File: src/logic/gptb_pkg.sv
// Constants and carrier types shared by the general-purpose timer block
package gptb_pkg;
   // Register byte offsets
   localparam logic [7:0] OFS_CFG = 8'h00;
   localparam logic [7:0] OFS_AMODE = 8'h04;
   localparam logic [7:0] OFS_BMODE = 8'h08;
   localparam logic [7:0] OFS_CTL = 8'h0c;
   localparam logic [7:0] OFS_STATUS = 8'h10;
   localparam logic [7:0] OFS_AILR = 8'h14;
   localparam logic [7:0] OFS_BILR = 8'h18;
   localparam logic [7:0] OFS_AMATCH = 8'h1c;
   localparam logic [7:0] OFS_BMATCH = 8'h20;
   localparam logic [7:0] OFS_APR = 8'h24;
   localparam logic [7:0] OFS_BPR = 8'h28;
   localparam logic [7:0] OFS_APMR = 8'h2c;
   localparam logic [7:0] OFS_BPMR = 8'h30;
   localparam logic [7:0] OFS_ACNT = 8'h34;
   localparam logic [7:0] OFS_BCNT = 8'h38;

   // Configuration values
   localparam logic [2:0] CFG_32_TIMER = 3'h0;
   localparam logic [2:0] CFG_32_RTC = 3'h1;
   localparam logic [2:0] CFG_16_SPLIT = 3'h4;

   // Per-half mode codes
   localparam logic [2:0] MODE_OFF = 3'h0;
   localparam logic [2:0] MODE_ONESHOT = 3'h1;
   localparam logic [2:0] MODE_PERIODIC = 3'h2;
   localparam logic [2:0] MODE_EDGE_COUNT = 3'h3;
   localparam logic [2:0] MODE_EDGE_TIME = 3'h4;
   localparam logic [2:0] MODE_PWM = 3'h5;

   // Edge select codes
   localparam logic [1:0] EDGE_RISE = 2'h0;
   localparam logic [1:0] EDGE_FALL = 2'h1;

   // Values after reset, and the count loaded when the real-time clock is selected
   localparam logic [2:0] CFG_RST = 3'h0;
   localparam logic [15:0] CNT_RST = 16'hffff;
   localparam logic [15:0] ILR_RST = 16'hffff;
   localparam logic [15:0] MATCH_RST = 16'hffff;
   localparam logic [7:0] PR_RST = 8'h00;
   localparam logic [7:0] PMR_RST = 8'h00;
   localparam logic [15:0] RTC_LOAD = 16'h0001;

   // Rising pin edges per second in real-time clock operation (32768)
   localparam logic [14:0] RTC_DIV_LAST = 15'h7fff;

   typedef struct packed {
      logic [7:0] addr;
      logic [31:0] wdata;
      logic wr;
      logic rd;
   } gptb_bus_req_t;

   typedef struct packed {
      logic [1:0] pwm_inv;
      logic [1:0] trig_en;
      logic [1:0] stall;
      logic [1:0] en;
   } gptb_ctl_t;

   typedef struct packed {
      logic [1:0] edge_sel;
      logic [2:0] kind;
   } gptb_mode_t;
endpackage

File: src/logic/gptb_timer.sv
// General-purpose timer block: two 16-bit counters, joinable to 32 bits
`timescale 1ns/100ps

module gptb_timer
   import gptb_pkg::*;
(
   // Clock and reset
   input wire logic i_sys_clk,
   input wire logic i_arst_n,
   // Register port
   input wire gptb_bus_req_t i_bus,
   output logic [31:0] o_rdata,
   // Debug halt from the processor
   input wire logic i_dbg_halt,
   // Capture/compare/PWM pins, one per half
   input wire logic [1:0] i_ccp,
   output logic [1:0] o_ccp,
   output logic [1:0] o_ccp_oe_n,
   // Conversion trigger chain
   input wire logic i_adc_trig_chain,
   output logic o_adc_trig
);

   logic [2:0] cfg;
   gptb_mode_t mode [2];
   gptb_ctl_t ctl;
   logic [4:0] status;
   logic [15:0] ilr [2];
   logic [15:0] match [2];
   logic [7:0] pr [2];
   logic [7:0] pmr [2];
   logic [15:0] cnt [2];
   logic [7:0] psc [2];
   logic [15:0] cap [2];
   logic [14:0] rdiv;
   logic [1:0] sync1;
   logic [1:0] sync2;
   logic [1:0] sync3;
   logic [1:0] pin_lvl;
   logic [1:0] pin_lvl_d;
   logic trig_q;
   logic [15:0] next_cnt [2];
   logic [7:0] next_psc [2];
   logic [15:0] next_cap [2];
   logic [14:0] next_rdiv;
   logic [1:0] ev_to;
   logic [1:0] ev_cap;
   logic [1:0] done;
   logic [1:0] trig;
   logic rtc_hit;
   logic [1:0] rise;
   logic [1:0] fall;
   logic [1:0] edge_hit;
   logic [1:0] run;
   logic split;
   logic is_rtc;
   logic [31:0] c32;
   logic wr_cfg;
   logic wr_ailr;
   logic wr_bilr;
   assign split = (cfg == CFG_16_SPLIT);
   assign is_rtc = (cfg == CFG_32_RTC);
   assign c32 = {cnt[1], cnt[0]};
   assign wr_cfg = i_bus.wr && (i_bus.addr == OFS_CFG);
   assign wr_ailr = i_bus.wr && (i_bus.addr == OFS_AILR);
   assign wr_bilr = i_bus.wr && (i_bus.addr == OFS_BILR);
   // Pin synchroniser; a level counts once stages two and three agree
   always_ff @(posedge i_sys_clk or negedge i_arst_n) begin
      if (!i_arst_n) begin
         sync1 <= 2'h0;
         sync2 <= 2'h0;
         sync3 <= 2'h0;
         pin_lvl <= 2'h0;
         pin_lvl_d <= 2'h0;
      end else begin
         sync1 <= i_ccp;
         sync2 <= sync1;
         sync3 <= sync2;
         pin_lvl <= (sync2 & sync3) | (pin_lvl & (sync2 ^ sync3));
         pin_lvl_d <= pin_lvl;
      end
   end
   assign rise = pin_lvl & ~pin_lvl_d;
   assign fall = ~pin_lvl & pin_lvl_d;
   always_comb begin
      for (int i = 0; i < 2; i++) begin
         unique case (mode[i].edge_sel)
            EDGE_RISE: edge_hit[i] = rise[i];
            EDGE_FALL: edge_hit[i] = fall[i];
            default: edge_hit[i] = rise[i] | fall[i];
         endcase
         run[i] = ctl.en[i] && !(ctl.stall[i] && i_dbg_halt);
      end
   end

   // Counting behaviour for every configuration
   always_comb begin
      next_cnt = cnt;
      next_psc = psc;
      next_cap = cap;
      next_rdiv = rdiv;
      ev_to = 2'h0;
      ev_cap = 2'h0;
      done = 2'h0;
      trig = 2'h0;
      rtc_hit = 1'b0;
      if (split) begin
         for (int i = 0; i < 2; i++) begin
            unique case (mode[i].kind)
               MODE_ONESHOT, MODE_PERIODIC: begin
                  if (run[i]) begin
                     if (cnt[i] == 16'h0000) begin
                        next_cnt[i] = ilr[i];
                        next_psc[i] = pr[i];
                        ev_to[i] = 1'b1;
                        trig[i] = ctl.trig_en[i];
                        done[i] = (mode[i].kind == MODE_ONESHOT);
                     end else if (psc[i] == 8'h00) begin
                        next_cnt[i] = cnt[i] - 16'h0001;
                        next_psc[i] = pr[i];
                     end else begin
                        next_psc[i] = psc[i] - 8'h01;
                     end
                  end
               end
               MODE_EDGE_COUNT: begin
                  // Reloads and stops at the match so software sees a settled count
                  if (run[i] && edge_hit[i]) begin
                     if (cnt[i] == match[i]) begin
                        next_cnt[i] = ilr[i];
                        ev_cap[i] = 1'b1;
                        done[i] = 1'b1;
                     end else begin
                        next_cnt[i] = cnt[i] - 16'h0001;
                     end
                  end
               end
               MODE_EDGE_TIME: begin
                  if (run[i]) begin
                     next_cnt[i] = (cnt[i] == 16'h0000) ? ilr[i] : cnt[i] - 16'h0001;
                     if (edge_hit[i]) begin
                        next_cap[i] = cnt[i];
                        ev_cap[i] = 1'b1;
                     end
                  end
               end
               MODE_PWM: begin
                  if (run[i]) next_cnt[i] = (cnt[i] == 16'h0000) ? ilr[i] : cnt[i] - 16'h0001;
               end
               default: ;
            endcase
         end
      end else if (is_rtc) begin
         // No stall here: wall time must keep running under debug
         if (ctl.en[0] && rise[0]) begin
            next_rdiv = rdiv + 15'h0001;
            if (rdiv == RTC_DIV_LAST) begin
               next_rdiv = 15'h0000;
               if (c32 == {match[1], match[0]}) begin
                  {next_cnt[1], next_cnt[0]} = 32'h0000_0000;
                  rtc_hit = 1'b1;
               end else begin
                  {next_cnt[1], next_cnt[0]} = c32 + 32'h0000_0001;
               end
            end
         end
      end else begin
         // Halves act as one down-counter; the second mode is ignored
         if (run[0] && (mode[0].kind == MODE_ONESHOT || mode[0].kind == MODE_PERIODIC)) begin
            if (c32 == 32'h0000_0000) begin
               {next_cnt[1], next_cnt[0]} = {ilr[1], ilr[0]};
               ev_to[0] = 1'b1;
               trig[0] = ctl.trig_en[0];
               done[0] = (mode[0].kind == MODE_ONESHOT);
            end else begin
               {next_cnt[1], next_cnt[0]} = c32 - 32'h0000_0001;
            end
         end
      end
      // A load written while running is taken on the next edge
      if (wr_cfg && i_bus.wdata[2:0] == CFG_32_RTC) begin
         next_cnt[0] = RTC_LOAD;
         next_cnt[1] = 16'h0000;
         next_rdiv = 15'h0000;
      end
      if (wr_ailr) begin
         next_cnt[0] = i_bus.wdata[15:0];
         next_psc[0] = pr[0];
         if (!split) next_cnt[1] = i_bus.wdata[31:16];
      end
      if (wr_bilr) begin
         next_cnt[1] = i_bus.wdata[15:0];
         next_psc[1] = pr[1];
      end
   end

   // Counter state
   always_ff @(posedge i_sys_clk or negedge i_arst_n) begin
      if (!i_arst_n) begin
         for (int i = 0; i < 2; i++) begin
            cnt[i] <= CNT_RST;
            psc[i] <= PR_RST;
            cap[i] <= 16'h0000;
         end
         rdiv <= 15'h0000;
      end else begin
         cnt <= next_cnt;
         psc <= next_psc;
         cap <= next_cap;
         rdiv <= next_rdiv;
      end
   end

   // Configuration, mode and control registers
   always_ff @(posedge i_sys_clk or negedge i_arst_n) begin
      if (!i_arst_n) begin
         cfg <= CFG_RST;
         mode[0] <= '0;
         mode[1] <= '0;
         ctl <= '0;
      end else begin
         if (wr_cfg) cfg <= i_bus.wdata[2:0];
         if (i_bus.wr && i_bus.addr == OFS_AMODE) mode[0] <= gptb_mode_t'(i_bus.wdata[4:0]);
         if (i_bus.wr && i_bus.addr == OFS_BMODE) mode[1] <= gptb_mode_t'(i_bus.wdata[4:0]);
         // A software write beats the one-shot self-clear of enable
         if (i_bus.wr && i_bus.addr == OFS_CTL) begin
            ctl <= gptb_ctl_t'(i_bus.wdata[7:0]);
         end else begin
            ctl.en <= ctl.en & ~done;
         end
      end
   end

   // Load, match and prescale registers
   always_ff @(posedge i_sys_clk or negedge i_arst_n) begin
      if (!i_arst_n) begin
         for (int i = 0; i < 2; i++) begin
            ilr[i] <= ILR_RST;
            match[i] <= MATCH_RST;
            pr[i] <= PR_RST;
            pmr[i] <= PMR_RST;
         end
      end else if (i_bus.wr) begin
         unique case (i_bus.addr)
            OFS_AILR: begin
               ilr[0] <= i_bus.wdata[15:0];
               if (!split) ilr[1] <= i_bus.wdata[31:16];
            end
            OFS_BILR: ilr[1] <= i_bus.wdata[15:0];
            OFS_AMATCH: match[0] <= i_bus.wdata[15:0];
            OFS_BMATCH: match[1] <= i_bus.wdata[15:0];
            OFS_APR: pr[0] <= i_bus.wdata[7:0];
            OFS_BPR: pr[1] <= i_bus.wdata[7:0];
            OFS_APMR: pmr[0] <= i_bus.wdata[7:0];
            OFS_BPMR: pmr[1] <= i_bus.wdata[7:0];
            default: ;
         endcase
      end
   end

   // Sticky events; a new event beats a same-cycle clear
   always_ff @(posedge i_sys_clk or negedge i_arst_n) begin
      if (!i_arst_n) begin
         status <= 5'h00;
      end else begin
         status <= (status & ~((i_bus.wr && i_bus.addr == OFS_STATUS) ?
                              i_bus.wdata[4:0] : 5'h00))
                   | {rtc_hit, ev_cap[1], ev_to[1], ev_cap[0], ev_to[0]};
      end
   end

   // Pins and trigger
   always_ff @(posedge i_sys_clk or negedge i_arst_n) begin
      if (!i_arst_n) begin
         o_ccp <= 2'h0;
         o_ccp_oe_n <= 2'h3;
         trig_q <= 1'b0;
      end else begin
         for (int i = 0; i < 2; i++) begin
            o_ccp[i] <= (cnt[i] > match[i]) ^ ctl.pwm_inv[i];
            // Pad mux outside must also pick the timer function
            o_ccp_oe_n[i] <= !(split && mode[i].kind == MODE_PWM);
         end
         trig_q <= |trig;
      end
   end
   assign o_adc_trig = trig_q | i_adc_trig_chain;
   // Read data, one cycle after the strobe
   always_ff @(posedge i_sys_clk or negedge i_arst_n) begin
      if (!i_arst_n) begin
         o_rdata <= 32'h0000_0000;
      end else if (i_bus.rd) begin
         unique case (i_bus.addr)
            OFS_CFG: o_rdata <= {29'h0, cfg};
            OFS_AMODE: o_rdata <= {27'h0, mode[0]};
            OFS_BMODE: o_rdata <= {27'h0, mode[1]};
            OFS_CTL: o_rdata <= {24'h0, ctl};
            OFS_STATUS: o_rdata <= {27'h0, status};
            OFS_AILR: o_rdata <= split ? {16'h0, ilr[0]} : {ilr[1], ilr[0]};
            OFS_BILR: o_rdata <= {16'h0, ilr[1]};
            OFS_AMATCH: o_rdata <= {16'h0, match[0]};
            OFS_BMATCH: o_rdata <= {16'h0, match[1]};
            OFS_APR: o_rdata <= {24'h0, pr[0]};
            OFS_BPR: o_rdata <= {24'h0, pr[1]};
            OFS_APMR: o_rdata <= {24'h0, pmr[0]};
            OFS_BPMR: o_rdata <= {24'h0, pmr[1]};
            OFS_ACNT: o_rdata <= !split ? c32 : {16'h0, (mode[0].kind == MODE_EDGE_TIME) ?
                                                 cap[0] : cnt[0]};
            OFS_BCNT: o_rdata <= {16'h0, (split && mode[1].kind == MODE_EDGE_TIME) ?
                                         cap[1] : cnt[1]};
            default: o_rdata <= 32'h0000_0000;
         endcase
      end else begin
         o_rdata <= 32'h0000_0000;
      end
   end
endmodule

File: config.mk
export PLATFORM = sky130hd
export DESIGN_NAME = gptb_timer
export DESIGN_NICKNAME = d
export VERILOG_FILES = /design/src/logic/gptb_pkg.sv /design/src/logic/gptb_timer.sv
export SDC_FILE = /design/constraint.sdc
export NUM_CORES = 1
export LEC_CHECK = 0
export BUFFER_PORTS_ARGS = -buffer_cell sky130_fd_sc_hd__buf_2
export CAP_MARGIN = 25
export CORE_ASPECT_RATIO = 0.8
export CORE_MARGIN = 2
export CORE_UTILIZATION = 57
export CTS_BUF_LIST = sky130_fd_sc_hd__clkbuf_16
export DETAILED_ROUTE_END_ITERATION = 8
export HOLD_SLACK_MARGIN = 0.06
export PLACE_DENSITY = 0.84
export SYNTH_ARGS = -nofsm -noshare
export SYNTH_HDL_FRONTEND = slang
export SYNTH_SLANG_ARGS = --single-unit
File: constraint.sdc
create_clock -name i_sys_clk -period 3.1 [get_ports i_sys_clk]
set_clock_uncertainty 0.15 [all_clocks]
set_input_delay 0.155 -clock i_sys_clk [delete_from_list [all_inputs] [get_ports i_sys_clk]]
set_output_delay 0.155 -clock i_sys_clk [all_outputs]
set_load 0.02 [all_outputs]
==> flow_metrics.tcl <==
set metrics [dict create \
    cp.required_ns 3.46 \
    slew_viol_final 0 \
    rsz0062_at_grt "false" \
    ios 85 \
    maxCapViolations 0 \
    grt_pass1_wl_um 98500 \
    start_util_pct 58.3 \
    crit_type "reg -> reg" \
    gp_congestion 1.05 \
    crit_chain "buf_4, ha_1, nand4_1, nor2_1, nand3_1, buf_4, nor2_1, nand3_1, a2111o_1, a21oi_1, a21o_1" \
    ys.flop_type "dfrtp_1" \
    gr-total-overflow 0 \
    setup_viol 0 \
    fmax_ghz 0.329 \
    fin_crit_ns 3.04 \
    whs_path_depth 5 \
    critPathMaxFanout 7 \
    crit_path_max_incr_delay_ns 0.54 \
    syn_avg_cell_area_um2 9.23 \
    fin_crit_sh_pct 98.1 \
    worstReg2RegStart "c32[0]" \
    end_kind "register" \
    yosysWarningCount 0 \
    drc 0 \
    yosys-top-cells-count "191 x nor2_1, 181 x nand2_1, 166 x dfrtp_1" \
    grt_max_degree 94 \
    num_vias 16725 \
    grt_pass1_vias 15674 \
    synth_area_leader_cell "dfrtp_1" \
    die_area_um2 30500 \
    worst_ep_arrival_time_ns 3.40 \
    r2r-end "c32[22]" \
    slew_headroom_pct 37.7 \
    rows 55 \
    ys_seq_area_share_pct 40.5 \
    synth_enable_flop_cells 0 \
    hold_path_startpoint "i_dbg_halt" \
    antenna_found_initial 3 \
    power_density_nw_per_um2 605 \
    synth_seq_cells 264 \
    hpwl_um 46700 \
    final_layout_size_suffix_gt1_share_pct 28.1 \
    syn-instance-count 1799 \
    cts_buffer_depth 3 \
    synth.net_count 1894 \
    drt_iter0_drc 2323 \
    slowest_stage "dfstp_2" \
    drt_wl_total_um 65000 \
    clock_tree.root_cell "clkbuf_16" \
    path_clk_slew_ns 0.06 \
    synth_cell_types 87 \
    cts_tree "done" \
    p_leak_nw 8.55 \
    synthTopCellsByArea "dfrtp_1 25%, dfstp_2 15%, mux2_2 8.5%" \
    nets 2110 \
    total_power_mw 12.0 \
    async_flop_share_pct 100 \
    portBuffers 84 \
    wl_per_cell_um 27.0 \
    core_area_um2 28500 \
    worst_hold_path_type "in -> reg" \
    worst_pin_slew_ns 0.935 \
    hold_viol_final 0 \
    fp.dieW_um 195 \
    htree_levels 1 \
    tns_ns 0 \
    avgViaCountPerCell 6.94 \
    area_delta_synth_final_pct 19.2 \
    insertion_delay_ns 0.58 \
    synth_top_area_share_pct 25.0 \
    numCtsBuffers 28 \
    cp-start-kind "register" \
    r2r_cells 11 \
    hold_end "status[3]" \
    firstDrtPassIters 9 \
    max-vdd-ir-drop_mv 0.572 \
    grt_use_total_pct 42.7 \
    die_h_um 157 \
    status "completed" \
    cts_sinks 264 \
    yosysMostFrequentCell "nor2_1" \
    ant_nets 0 \
    netlist_area_um2 16600 \
    regToRegSetupSlack_ns 0.06 \
]
[per-layer routing]
layer / global-route usage, % / up-vias / wire length, µm
li1: - / 7060 / -
met1: 58.9 / 8132 / 25000
met2: 63.5 / 1297 / 27400
met3: 13.4 / 234 / 9670
met4: 15.5 / 2 / 2970
met5: 0 / - / 15
[repair_timing]
action,in CTS,in global routing
setup buffers,0,1
hold buffers,52,0
endpoints found under the setup margin,0,29
resized for setup,0,12
endpoints found under the hold margin,348,0
[how the worst max path moves through the flow]
| stage | startpoint | endpoint |
|---|---|---|
| 2_1_floorplan | c32[16] | c32[25] |
| 3_3_place_gp | c32[0] | c32[1] |
| 3_5_place_dp | psc[11] | c32[10] |
| 4_1_cts | c32[0] | c32[8] |
| 5_1_grt | c32[11] | c32[25] |
| 6_report | c32[0] | c32[22] |
[cells by family after synthesis]
family | after synthesis | synth area share [%]
AO/OA/AOI/OAI | 451 | 18.2
adder cells (fa/ha/maj) | 47 | 3.54
XOR/XNOR | 49 | 2.58
multiplexers | 170 | 11.2
AND/OR/NAND/NOR | 653 | 19.9
flip-flops | 264 | 40.5
buffers and inverters | 165 | 4.10
[through the flow]
step                hold slack [ns]  cells  setup WS, ns  cell area [µm²]  util, %
finish                        0.101   2409        0.0592            19800     69.5
global route                  0.109   2408       0.00729            19800     69.5
CTS                          0.0632   2406        0.0162            19700     69.3
detailed placement          -0.0104   2302        0.0913            18300     64.3
global placement            -0.0173   2302        0.0957            18300     64.3
floorplan                    -0.291   1799        0.0156            16600        -
[critical path, delay by kind of cell, from the launching register on]
| kind | cells | cell delay (ns) |
|---|---|---|
| compound gates | 3 | 0.73 |
| buf+inv | 2 | 0.35 |
| simple gates | 5 | 0.97 |
| flops | 1 | 0.54 |
| fa+ha+maj | 1 | 0.22 |
[layout make-up]
type | count | area (µm²)
clock buffer | 28 | 701
inverter | 51 | 191
timing repair buffer | 300 | 2270
multi-input combinational | 1370 | 9270
tap | 370 | 463
sequential | 264 | 6730
antenna | 2 | 5.00
fill | 2186 | 8690
clock inverter | 24 | 171
[flip-flops by register name, summed over array words and instances, names as in the netlist, 3 cells and up]
signal   count
c32         32
cap         32
cfg          3
ctl          8
ilr         32
match       32
mode        10
o_rdata     32
pmr         16
pr          16
psc         16
rdiv        15
status       5
[cell usage in the layout (no fill, tap or decap), drive strengths merged, types with 10 or more instances in the layout]
| cell | Yosys | routed |
|---|---|---|
| buf | 34 | 249 |
| nor2 | 197 | 197 |
| nand2 | 183 | 183 |
| dfrtp | 166 | 166 |
| mux2 | 126 | 126 |
| o21ai | 105 | 105 |
| a21oi | 99 | 99 |
| dfstp | 98 | 98 |
| inv | 51 | 63 |
| nand3 | 55 | 55 |
| dlygate4sd3 | 0 | 51 |
| ha | 47 | 47 |
| nor3 | 47 | 47 |
| a22oi | 44 | 44 |
| mux2i | 44 | 44 |
| nand4 | 43 | 43 |
| xnor2 | 31 | 31 |
| clkbuf | 80 | 28 |
| o211ai | 24 | 24 |
| nor4 | 22 | 22 |
| and3 | 21 | 21 |
| xor2 | 18 | 18 |
| a222oi | 18 | 18 |
| a31oi | 17 | 17 |
| a211oi | 16 | 16 |
| a21o | 14 | 14 |
| o22ai | 14 | 14 |
| or3 | 13 | 13 |
| a221oi | 13 | 13 |
| o21a | 12 | 12 |
| nor2b | 11 | 11 |
| or4 | 10 | 10 |
[report_power, final]
| group | switching (mW) | internal, mW | total [mW] |
|---|---|---|---|
| Combinational | 2.34 | 1.65 | 3.99 |
| Sequential | 0.717 | 4.00 | 4.72 |
| Clock | 1.47 | 1.81 | 3.28 |
Power figures use the tool's default switching activity.
